`config.mk`:
```
export PLATFORM = sky130hd
export DESIGN_NAME = vee_event_enable
export DESIGN_NICKNAME = d
export VERILOG_FILES = /design/src/vee_pkg.sv /design/src/vee_event_enable.sv
export VERILOG_INCLUDE_DIRS = /design/src
export SDC_FILE = /design/constraint.sdc
export NUM_CORES = 1
export LEC_CHECK = 0
export BUFFER_PORTS_ARGS = -buffer_cell sky130_fd_sc_hd__buf_2
export CORE_MARGIN = 2
export CORE_UTILIZATION = 59
export CTS_BUF_LIST = sky130_fd_sc_hd__clkbuf_8
export DETAILED_ROUTE_END_ITERATION = 8
export PLACE_DENSITY = 0.86
export SLEW_MARGIN = 40
export SYNTH_ARGS = -nofsm -noshare
export SYNTH_HDL_FRONTEND = slang
export SYNTH_SLANG_ARGS = --single-unit
```
`constraint.sdc`:
```
create_clock -name clock_i -period 2.2 [get_ports clock_i]
set_input_delay 0.33 -clock clock_i [delete_from_list [all_inputs] [get_ports clock_i]]
set_output_delay 0.33 -clock clock_i [all_outputs]
set_load 0.02 [all_outputs]
```
`src/vee_map.svh`:
```
// Purpose: Register offsets, field positions, reset values of the event block.
// Assumes: Byte-wide registers on the transceiver register port.
// Notes:   Included by the top module only.
`ifndef VEE_MAP_SVH
`define VEE_MAP_SVH
`define VEE_CFG_ADDR        8'h88
`define VEE_CFG_SET_ADDR    8'h89
`define VEE_CFG_CLR_ADDR    8'h8a
`define VEE_EVT_ADDR        8'h8b
`define VEE_EVT_SET_ADDR    8'h8c
`define VEE_EVT_CLR_ADDR    8'h8d
`define VEE_CFG_RESET       8'h70
`define VEE_EVT_RESET       8'h40
`define VEE_CFG_RW_MASK     8'h7c
`define VEE_EVT_RW_MASK     8'h7f
`define VEE_CFG_DM_BIT      0
`define VEE_CFG_DP_BIT      1
`define VEE_CFG_CMOS_BIT    2
`define VEE_CFG_POL_BIT     3
`define VEE_CFG_SERIES_BIT  4
`define VEE_CFG_LOAD_BIT    5
`define VEE_CFG_ACA_BIT     6
`define VEE_EVT_BATT_BIT    0
`define VEE_EVT_FALL_BIT    1
`define VEE_EVT_RISE_BIT    2
`define VEE_EVT_SESS_BIT    3
`define VEE_EVT_RES_BIT     4
`define VEE_EVT_FLOAT_BIT   5
`define VEE_EVT_RESUME_BIT  6
`endif

```
`src/vee_pkg.sv`:
```
// Purpose: Types shared by the event enable block.
// Assumes: Offsets and fields come from vee_map.svh.
// Notes:   Sensor levels travel as one packed struct.
package vee_pkg;
  typedef struct packed {
    logic       id_open_detect;
    logic [1:0] accessory_resistor_state;
    logic       supply_monitor_level;
    logic       battery_level_comparator;
    logic       dp_charger_comparator_state;
    logic       dm_charger_comparator_state;
  } vee_sense_type;

  typedef struct packed {
    logic       valid;
    logic       alt_int;
  } vee_note_type;

  typedef enum logic [1:0] {
    VEE_IDLE,
    VEE_SEND,
    VEE_WAIT
  } vee_state_type;
endpackage : vee_pkg
```
`src/vee_event_enable.sv`:
```
// Purpose: Event enable registers and receive-command notification request.
// Assumes: Register port is a simple one-cycle strobe from the ULPI engine.
// Notes:   Sensor inputs are asynchronous and are synchronised here.
`timescale 1ns/1ps
`default_nettype none
`include "vee_map.svh"

// What this block does
// - Resume watchdog enable bit gates the watchdog timer; resets set.
// - Enabled watchdog starts counting on a detected resume K state.
// - Enabled id-open event reports each edge of the id-open detect.
// - Enabled resistor event reports each edge of accessory resistor detection.
// - Every event notification, resistor or other, sends the alternate-interrupt flag.
// - Accessory resistor state is readable in a two-bit status field.
// - Resistor event enable forces the id pull-up on regardless of control.
// - Enabled session event reports each session watchdog timeout.
// - Enabled rise event reports supply monitor low-to-high edges.
// - Enabled fall event reports supply monitor high-to-low edges.
// - Enabled battery monitor reports each debounced comparator edge.
// - Config register has a set alias 0x89 and clear alias 0x8a.
// - Charger comparator status bits are read-only debounced comparator levels.
// - Push-pull bit overrides polarity select and gives CMOS drive.
// - Polarity zero is active-high source; one is active-low open drain.
// - Accessory detect enable permits accessory detection in active mode.
module vee_event_enable (
  // Clock and reset
  input  wire logic                  clock_i,
  input  wire logic                  rst_n_i,
  // Register port
  input  wire logic                  reg_write_i,
  input  wire logic                  reg_read_i,
  input  wire logic [7:0]            reg_addr_i,
  input  wire logic [7:0]            reg_wdata_i,
  output logic      [7:0]            reg_rdata_o,
  // Analog and timer sensing
  input  wire vee_pkg::vee_sense_type sense_i,
  input  wire logic                  session_valid_watchdog_i,
  input  wire logic                  resume_k_detect_i,
  input  wire logic                  id_pullup_control_i,
  // Receive command request towards the ULPI engine
  output logic                       rxcmd_request_o,
  output logic                       rxcmd_alt_int_o,
  input  wire logic                  rxcmd_accept_i,
  // Controls towards the analog front end
  output logic                       resume_watchdog_run_o,
  output logic                       resume_watchdog_start_o,
  output logic                       id_pullup_resistor_o,
  output logic                       accessory_detect_enable_o,
  output logic                       a_device_bus_load_enable_o,
  output logic                       series_resistor_present_o,
  output logic                       power_switch_cmos_o,
  output logic                       power_switch_open_drain_o,
  output logic                       power_switch_active_low_o
);

  localparam int SENSE_W = $bits(vee_pkg::vee_sense_type);

  vee_pkg::vee_sense_type sync1;
  vee_pkg::vee_sense_type sync2;
  vee_pkg::vee_sense_type last;
  logic [1:0]             tmo_sync;
  logic                   tmo_last;
  logic [1:0]             k_sync;
  logic                   k_last;
  logic [7:0]             cfg;
  logic [7:0]             evt;
  logic                   pend;
  logic                   pend_alt;
  vee_pkg::vee_state_type state;
  logic [7:0]             next_cfg;
  logic [7:0]             next_evt;
  logic                   next_pend;
  logic                   next_pend_alt;
  vee_pkg::vee_state_type next_state;
  logic [7:0]             next_rdata;
  logic                   next_request;
  logic                   next_alt;
  logic                   next_start;
  logic                   hit;
  logic                   hit_alt;

  initial
  begin
    if (SENSE_W != 7)
    begin
      $error("Sense struct width must be seven bits.");
    end
  end

  // Applies a set or clear alias write to the writable bits only.
  function automatic logic [7:0] vee_alias(input logic [7:0] cur,
                                           input logic [7:0] wd,
                                           input logic       set,
                                           input logic [7:0] mask);
    logic [7:0] m;
    m = wd & mask;
    vee_alias = set ? (cur | m) : (cur & ~m);
  endfunction : vee_alias

  // Synchronisers: first stage is read only by the second stage.
  always_ff @(posedge clock_i or negedge rst_n_i)
  begin
    if (!rst_n_i)
    begin
      sync1    <= '0;
      sync2    <= '0;
      last     <= '0;
      tmo_sync <= 2'h0;
      tmo_last <= 1'b0;
      k_sync   <= 2'h0;
      k_last   <= 1'b0;
    end
    else
    begin
      sync1    <= sense_i;
      sync2    <= sync1;
      last     <= sync2;
      tmo_sync <= {tmo_sync[0], session_valid_watchdog_i};
      tmo_last <= tmo_sync[1];
      k_sync   <= {k_sync[0], resume_k_detect_i};
      k_last   <= k_sync[1];
    end
  end

  // Event detection, gated by the enable bits.
  always_comb
  begin
    hit = 1'b0;
    hit_alt = 1'b0;
    if (evt[`VEE_EVT_FLOAT_BIT] &&
        (sync2.id_open_detect != last.id_open_detect))
    begin
      hit = 1'b1;
    end
    if (evt[`VEE_EVT_RES_BIT] &&
        (sync2.accessory_resistor_state != last.accessory_resistor_state))
    begin
      hit = 1'b1;
      if (sync2.accessory_resistor_state != 2'h0)
      begin
        hit_alt = 1'b1;
      end
    end
    if (evt[`VEE_EVT_SESS_BIT] && tmo_sync[1] && !tmo_last)
    begin
      hit = 1'b1;
    end
    if (evt[`VEE_EVT_RISE_BIT] &&
        sync2.supply_monitor_level && !last.supply_monitor_level)
    begin
      hit = 1'b1;
    end
    if (evt[`VEE_EVT_FALL_BIT] &&
        !sync2.supply_monitor_level && last.supply_monitor_level)
    begin
      hit = 1'b1;
    end
    if (evt[`VEE_EVT_BATT_BIT] &&
        (sync2.battery_level_comparator != last.battery_level_comparator))
    begin
      hit = 1'b1;
    end
  end

  // Register writes, read data and notification sequencing.
  always_comb
  begin
    next_cfg = cfg;
    next_evt = evt;
    next_rdata = reg_rdata_o;
    next_pend = pend;
    next_pend_alt = pend_alt;
    next_state = state;
    next_request = rxcmd_request_o;
    next_alt = rxcmd_alt_int_o;
    next_start = evt[`VEE_EVT_RESUME_BIT] && k_sync[1] && !k_last;
    if (reg_write_i)
    begin
      case (reg_addr_i)
        `VEE_CFG_ADDR:
          next_cfg = (cfg & ~`VEE_CFG_RW_MASK) |
                     (reg_wdata_i & `VEE_CFG_RW_MASK);
        `VEE_CFG_SET_ADDR:
          next_cfg = vee_alias(cfg, reg_wdata_i, 1'b1,
                               `VEE_CFG_RW_MASK);
        `VEE_CFG_CLR_ADDR:
          next_cfg = vee_alias(cfg, reg_wdata_i, 1'b0,
                               `VEE_CFG_RW_MASK);
        `VEE_EVT_ADDR:
          next_evt = reg_wdata_i & `VEE_EVT_RW_MASK;
        `VEE_EVT_SET_ADDR:
          next_evt = vee_alias(evt, reg_wdata_i, 1'b1, `VEE_EVT_RW_MASK);
        `VEE_EVT_CLR_ADDR:
          next_evt = vee_alias(evt, reg_wdata_i, 1'b0, `VEE_EVT_RW_MASK);
        default:
          next_cfg = cfg;
      endcase
    end
    // Status bits always track the debounced comparators.
    next_cfg[`VEE_CFG_DP_BIT] = sync2.dp_charger_comparator_state;
    next_cfg[`VEE_CFG_DM_BIT] = sync2.dm_charger_comparator_state;
    if (reg_read_i)
    begin
      case (reg_addr_i)
        `VEE_CFG_ADDR, `VEE_CFG_SET_ADDR, `VEE_CFG_CLR_ADDR:
          next_rdata = cfg;
        `VEE_EVT_ADDR, `VEE_EVT_SET_ADDR, `VEE_EVT_CLR_ADDR:
          next_rdata = evt;
        default:
          next_rdata = {6'h00, sync2.accessory_resistor_state};
      endcase
    end
    // A new event merges into a pending one so none is lost.
    if (hit)
    begin
      next_pend = 1'b1;
      next_pend_alt = pend_alt | hit_alt;
    end
    case (state)
      vee_pkg::VEE_IDLE:
        if (pend)
        begin
          next_state = vee_pkg::VEE_SEND;
          next_request = 1'b1;
          next_alt = 1'b1;
          next_pend = hit;
          next_pend_alt = hit_alt;
        end
      vee_pkg::VEE_SEND:
        if (rxcmd_accept_i)
        begin
          next_state = vee_pkg::VEE_WAIT;
          next_request = 1'b0;
          next_alt = 1'b0;
        end
      vee_pkg::VEE_WAIT:
        next_state = vee_pkg::VEE_IDLE;
      default:
        next_state = vee_pkg::VEE_IDLE;
    endcase
  end

  always_ff @(posedge clock_i or negedge rst_n_i)
  begin
    if (!rst_n_i)
    begin
      cfg                     <= `VEE_CFG_RESET;
      evt                     <= `VEE_EVT_RESET;
      pend                    <= 1'b0;
      pend_alt                <= 1'b0;
      state                   <= vee_pkg::VEE_IDLE;
      reg_rdata_o             <= 8'h00;
      rxcmd_request_o         <= 1'b0;
      rxcmd_alt_int_o         <= 1'b0;
      resume_watchdog_start_o <= 1'b0;
    end
    else
    begin
      cfg                     <= next_cfg;
      evt                     <= next_evt;
      pend                    <= next_pend;
      pend_alt                <= next_pend_alt;
      state                   <= next_state;
      reg_rdata_o             <= next_rdata;
      rxcmd_request_o         <= next_request;
      rxcmd_alt_int_o         <= next_alt;
      resume_watchdog_start_o <= next_start;
    end
  end

  // Front-end controls registered from the next register values.
  always_ff @(posedge clock_i or negedge rst_n_i)
  begin
    if (!rst_n_i)
    begin
      resume_watchdog_run_o      <= 1'b1;
      id_pullup_resistor_o       <= 1'b0;
      accessory_detect_enable_o  <= 1'b1;
      a_device_bus_load_enable_o <= 1'b1;
      series_resistor_present_o  <= 1'b1;
      power_switch_cmos_o        <= 1'b0;
      power_switch_open_drain_o  <= 1'b0;
      power_switch_active_low_o  <= 1'b0;
    end
    else
    begin
      resume_watchdog_run_o      <= next_evt[`VEE_EVT_RESUME_BIT];
      id_pullup_resistor_o       <= next_evt[`VEE_EVT_RES_BIT] ||
                                    id_pullup_control_i;
      accessory_detect_enable_o  <= next_cfg[`VEE_CFG_ACA_BIT];
      a_device_bus_load_enable_o <= next_cfg[`VEE_CFG_LOAD_BIT];
      series_resistor_present_o  <= next_cfg[`VEE_CFG_SERIES_BIT];
      power_switch_cmos_o        <= next_cfg[`VEE_CFG_CMOS_BIT];
      power_switch_open_drain_o  <= !next_cfg[`VEE_CFG_CMOS_BIT] &&
                                    next_cfg[`VEE_CFG_POL_BIT];
      power_switch_active_low_o  <= !next_cfg[`VEE_CFG_CMOS_BIT] &&
                                    next_cfg[`VEE_CFG_POL_BIT];
    end
  end

endmodule : vee_event_enable
`default_nettype wire

```
==> flow_metrics.py <==
metrics = {
    "synthesis": {
        "synth_area_leaders": "dfrtp_1 (60%), dfstp_2 (4.9%), a22o_1 (4.9%)",
        "avgSynthCellArea_um2": 13.06,
        "synth_ff_type": "dfrtp_1",
        "synth_fp_nets": 194,
        "yosys_warnings": 0,
        "async_flop_share_pct": 100.0,
        "yosysUniqueCellTypes": 36,
        "syn_inst": 163,
        "syn-cell-area_um2": 2130,
        "yosysTopAreaCellShare_pct": 59.93,
        "ys_seq_area_share_pct": 64.86,
        "ys_ff_latch": 55,
        "yosysTopAreaCell": "dfrtp_1",
        "synth.most_common_cell": "dfrtp_1",
        "synth_common_cells": "dfrtp_1 (51), o21ai_0 (16), a22o_1 (12)",
        "synth-edff-count": 0,
    },
    "route": {
        "drtIter0Drc": 118,
        "drt.antenna.violating_nets": 0,
        "avgViaCountPerCell": 5.915,
        "vias": 1538,
        "wl_um": 4412,
        "wl_per_cell_um": 16.97,
        "drc": 0,
        "dr.pass1.iters": 5,
    },
    "global_routing": {
        "grt_overflow": 0,
        "track_usage_pct": 24.15,
        "grt_pass1_wl_um": 7300,
        "antenna_found_initial": 0,
        "grt_pass1_vias": 1554,
        "grt_max_degree": 56,
    },
    "sta": {
        "fmax_mhz": 626.0,
        "clock_skew_ns": 0.009946,
        "worst_pin_slew_ns": 0.5940,
        "setup_violations": 0,
        "setup_tns_ns": 0,
        "whs_ns": -0.006130,
        "rsz0062_at_grt": "false",
        "fin_crit_sh_pct": 72.61,
        "slew_viol_final": 0,
        "relSlewSlack_pct": 60.19,
        "hold_viol_final": 2,
        "fin_crit_ns": 1.597,
    },
    "critical_path": {
        "crit_type": "in2reg",
        "crit_path_end_kind": "flop",
        "cp-start-kind": "primary input",
        "crit_required_ns": 2.40,
        "crit_fanout": 7,
        "arrival_ns": 1.80,
    },
    "pwr": {
        "p_leak_nw": 1.151,
        "power_density_nw_per_um2": 809.0,
        "finalPower_mw": 2.041,
        "irDropWorstVdd_v": 0.0005470,
    },
    "floorplanning": {
        "core_um2": 3390,
        "ios": 50,
        "start_util_pct": 62.83,
        "die-height_um": 64.08,
        "die_w_um": 64.08,
        "die-area_um2": 4106,
        "row_count": 21,
    },
    "clocking": {
        "tritoncts": "done",
        "hold_buffers": 0,
        "cts_buffer_depth": 2,
        "clkTransAtPathRegs_ns": 0.10,
        "clockRootBuffer": "clkbuf_8",
        "numCtsBuffers": 5,
        "clk_latency_ns": 0.31,
        "cts.sinks": 55,
        "post_cts_resized": 0,
        "post-cts-setup-buffers": 0,
        "htreeDepth": 2,
    },
    "run_status": {
        "status": "complete, but fails checks",
        "violations": "negative hold slack",
    },
    "final_layout": {
        "seq_area_um2": 1381,
        "fin_cells": 260,
        "layout-drive-gt1-share_pct": 33.18,
        "area_delta_synth_final_pct": 18.45,
        "insertedDiodeCount": 0,
        "multi_input_comb_area_um2": 689.4,
        "fillers": 243,
        "finalNetCount": 244,
    },
    "placement": {
        "gp_congestion": 0.8588,
        "hpwl_um": 3023,
        "placedCellCount": 252,
        "io_buffers": 48,
    },
    "hold_path": {
        "hold_path_class": "in2async",
    },
    "flow_run": {
        "max_cap_viol_count": 0,
    },
}
[sequential cells by signal (all words and copies together), names as in the netlist]
register                   cells
sync1                          7
resume_watchdog_start_o        1
id_pullup_resistor_o           1
next_cfg                       2
pend                           1
k_last                         1
k_sync                         2
tmo_last                       1
evt                            7
tmo_sync                       2
power_switch_active_low_o      1
cfg                            8
state                          2
last                           5
sync2                          5
rxcmd_alt_int_o                1
reg_rdata_o                    8
[worst paths after layout]
kind,startpoint,to,slack (ns),cells after the start
max,reg_addr_i[4],id_pullup_resistor_o,0.60,5
min reg2reg,tmo_sync[0],tmo_sync[1],0.35,0
min,rst_n_i,id_pullup_resistor_o,-0.006,2
max in group asynchronous,rst_n_i,cfg[6],1.92,2
min in group clock_i,session_valid_watchdog_i,tmo_sync[0],0.12,1
max reg2reg,state[0],pend,1.00,4
[where the power goes]
group | internal, mW | switching, mW | total, mW | leakage, nW
clock network | 0.287 | 0.312 | 0.599 | 0.0505
registers | 1.10 | 0.0668 | 1.17 | 0.666
logic | 0.111 | 0.163 | 0.274 | 0.435
total | 1.50 | 0.542 | 2.04 | 1.15
[worst max-delay path: stages]
cell,delay (ns)
buf_2,0.10
nand4bb_2,0.37
a2111oi_4,0.48
o21ai_2,0.15
a221o_1,0.37
[layout make-up]
cell class                      instances  share of cell area (%)
Sequential cell                        55                   54.76
Multi-Input combinational cell         95                   27.33
Timing Repair Buffer                   50                   10.62
Clock buffer                            7                   3.819
Tap cell                               46                   2.282
Inverter                                6                  0.8929
Clock inverter                          1                  0.2976
[stage by stage]
step           cell area (um^2)  setup WS (ns)  hold WS [ns]  util [%]
2_1_floorplan              2130         0.5688       0.03441         -
3_5_place_dp               2419         0.3164        0.3355     71.35
5_1_grt                    2522         0.5590       0.02263     74.42
6_report                   2522         0.6026     -0.006130     74.42
4_1_cts                    2522         0.6003      0.006381     74.42
3_3_place_gp               2419         0.3807        0.3318     71.35
[layout by cell type, fill, tap and decap left out, drive strengths merged, types with 3 or more instances in the layout]
master | synthesis | final
a22oi | 5 | 5
inv | 6 | 6
a221oi | 3 | 3
clkbuf | 2 | 7
a21oi | 7 | 7
nor2 | 11 | 11
xor2 | 4 | 4
nand2 | 8 | 8
o21ai | 17 | 17
dfrtp | 51 | 51
dfstp | 4 | 4
buf | 5 | 50
a22o | 13 | 13
[cells by family after synthesis]
| kind of cell | synth area share (%) |
|---|---|
| AO/OA/AOI/OAI | 19.74 |
| buffers and inverters | 2.761 |
| XOR/XNOR | 1.645 |
| AND/OR/NAND/NOR | 10.99 |
| flip-flops | 64.86 |
[routing by layer]
| layer | wire length, um | track usage (%) |
|---|---|---|
| met3 | 325 | 6.338 |
| met5 | 0 | 0 |
| met4 | 89 | 9.783 |
| met1 | 1758 | 28.82 |
| met2 | 2239 | 41.54 |
(Power assumes the default switching activity.)
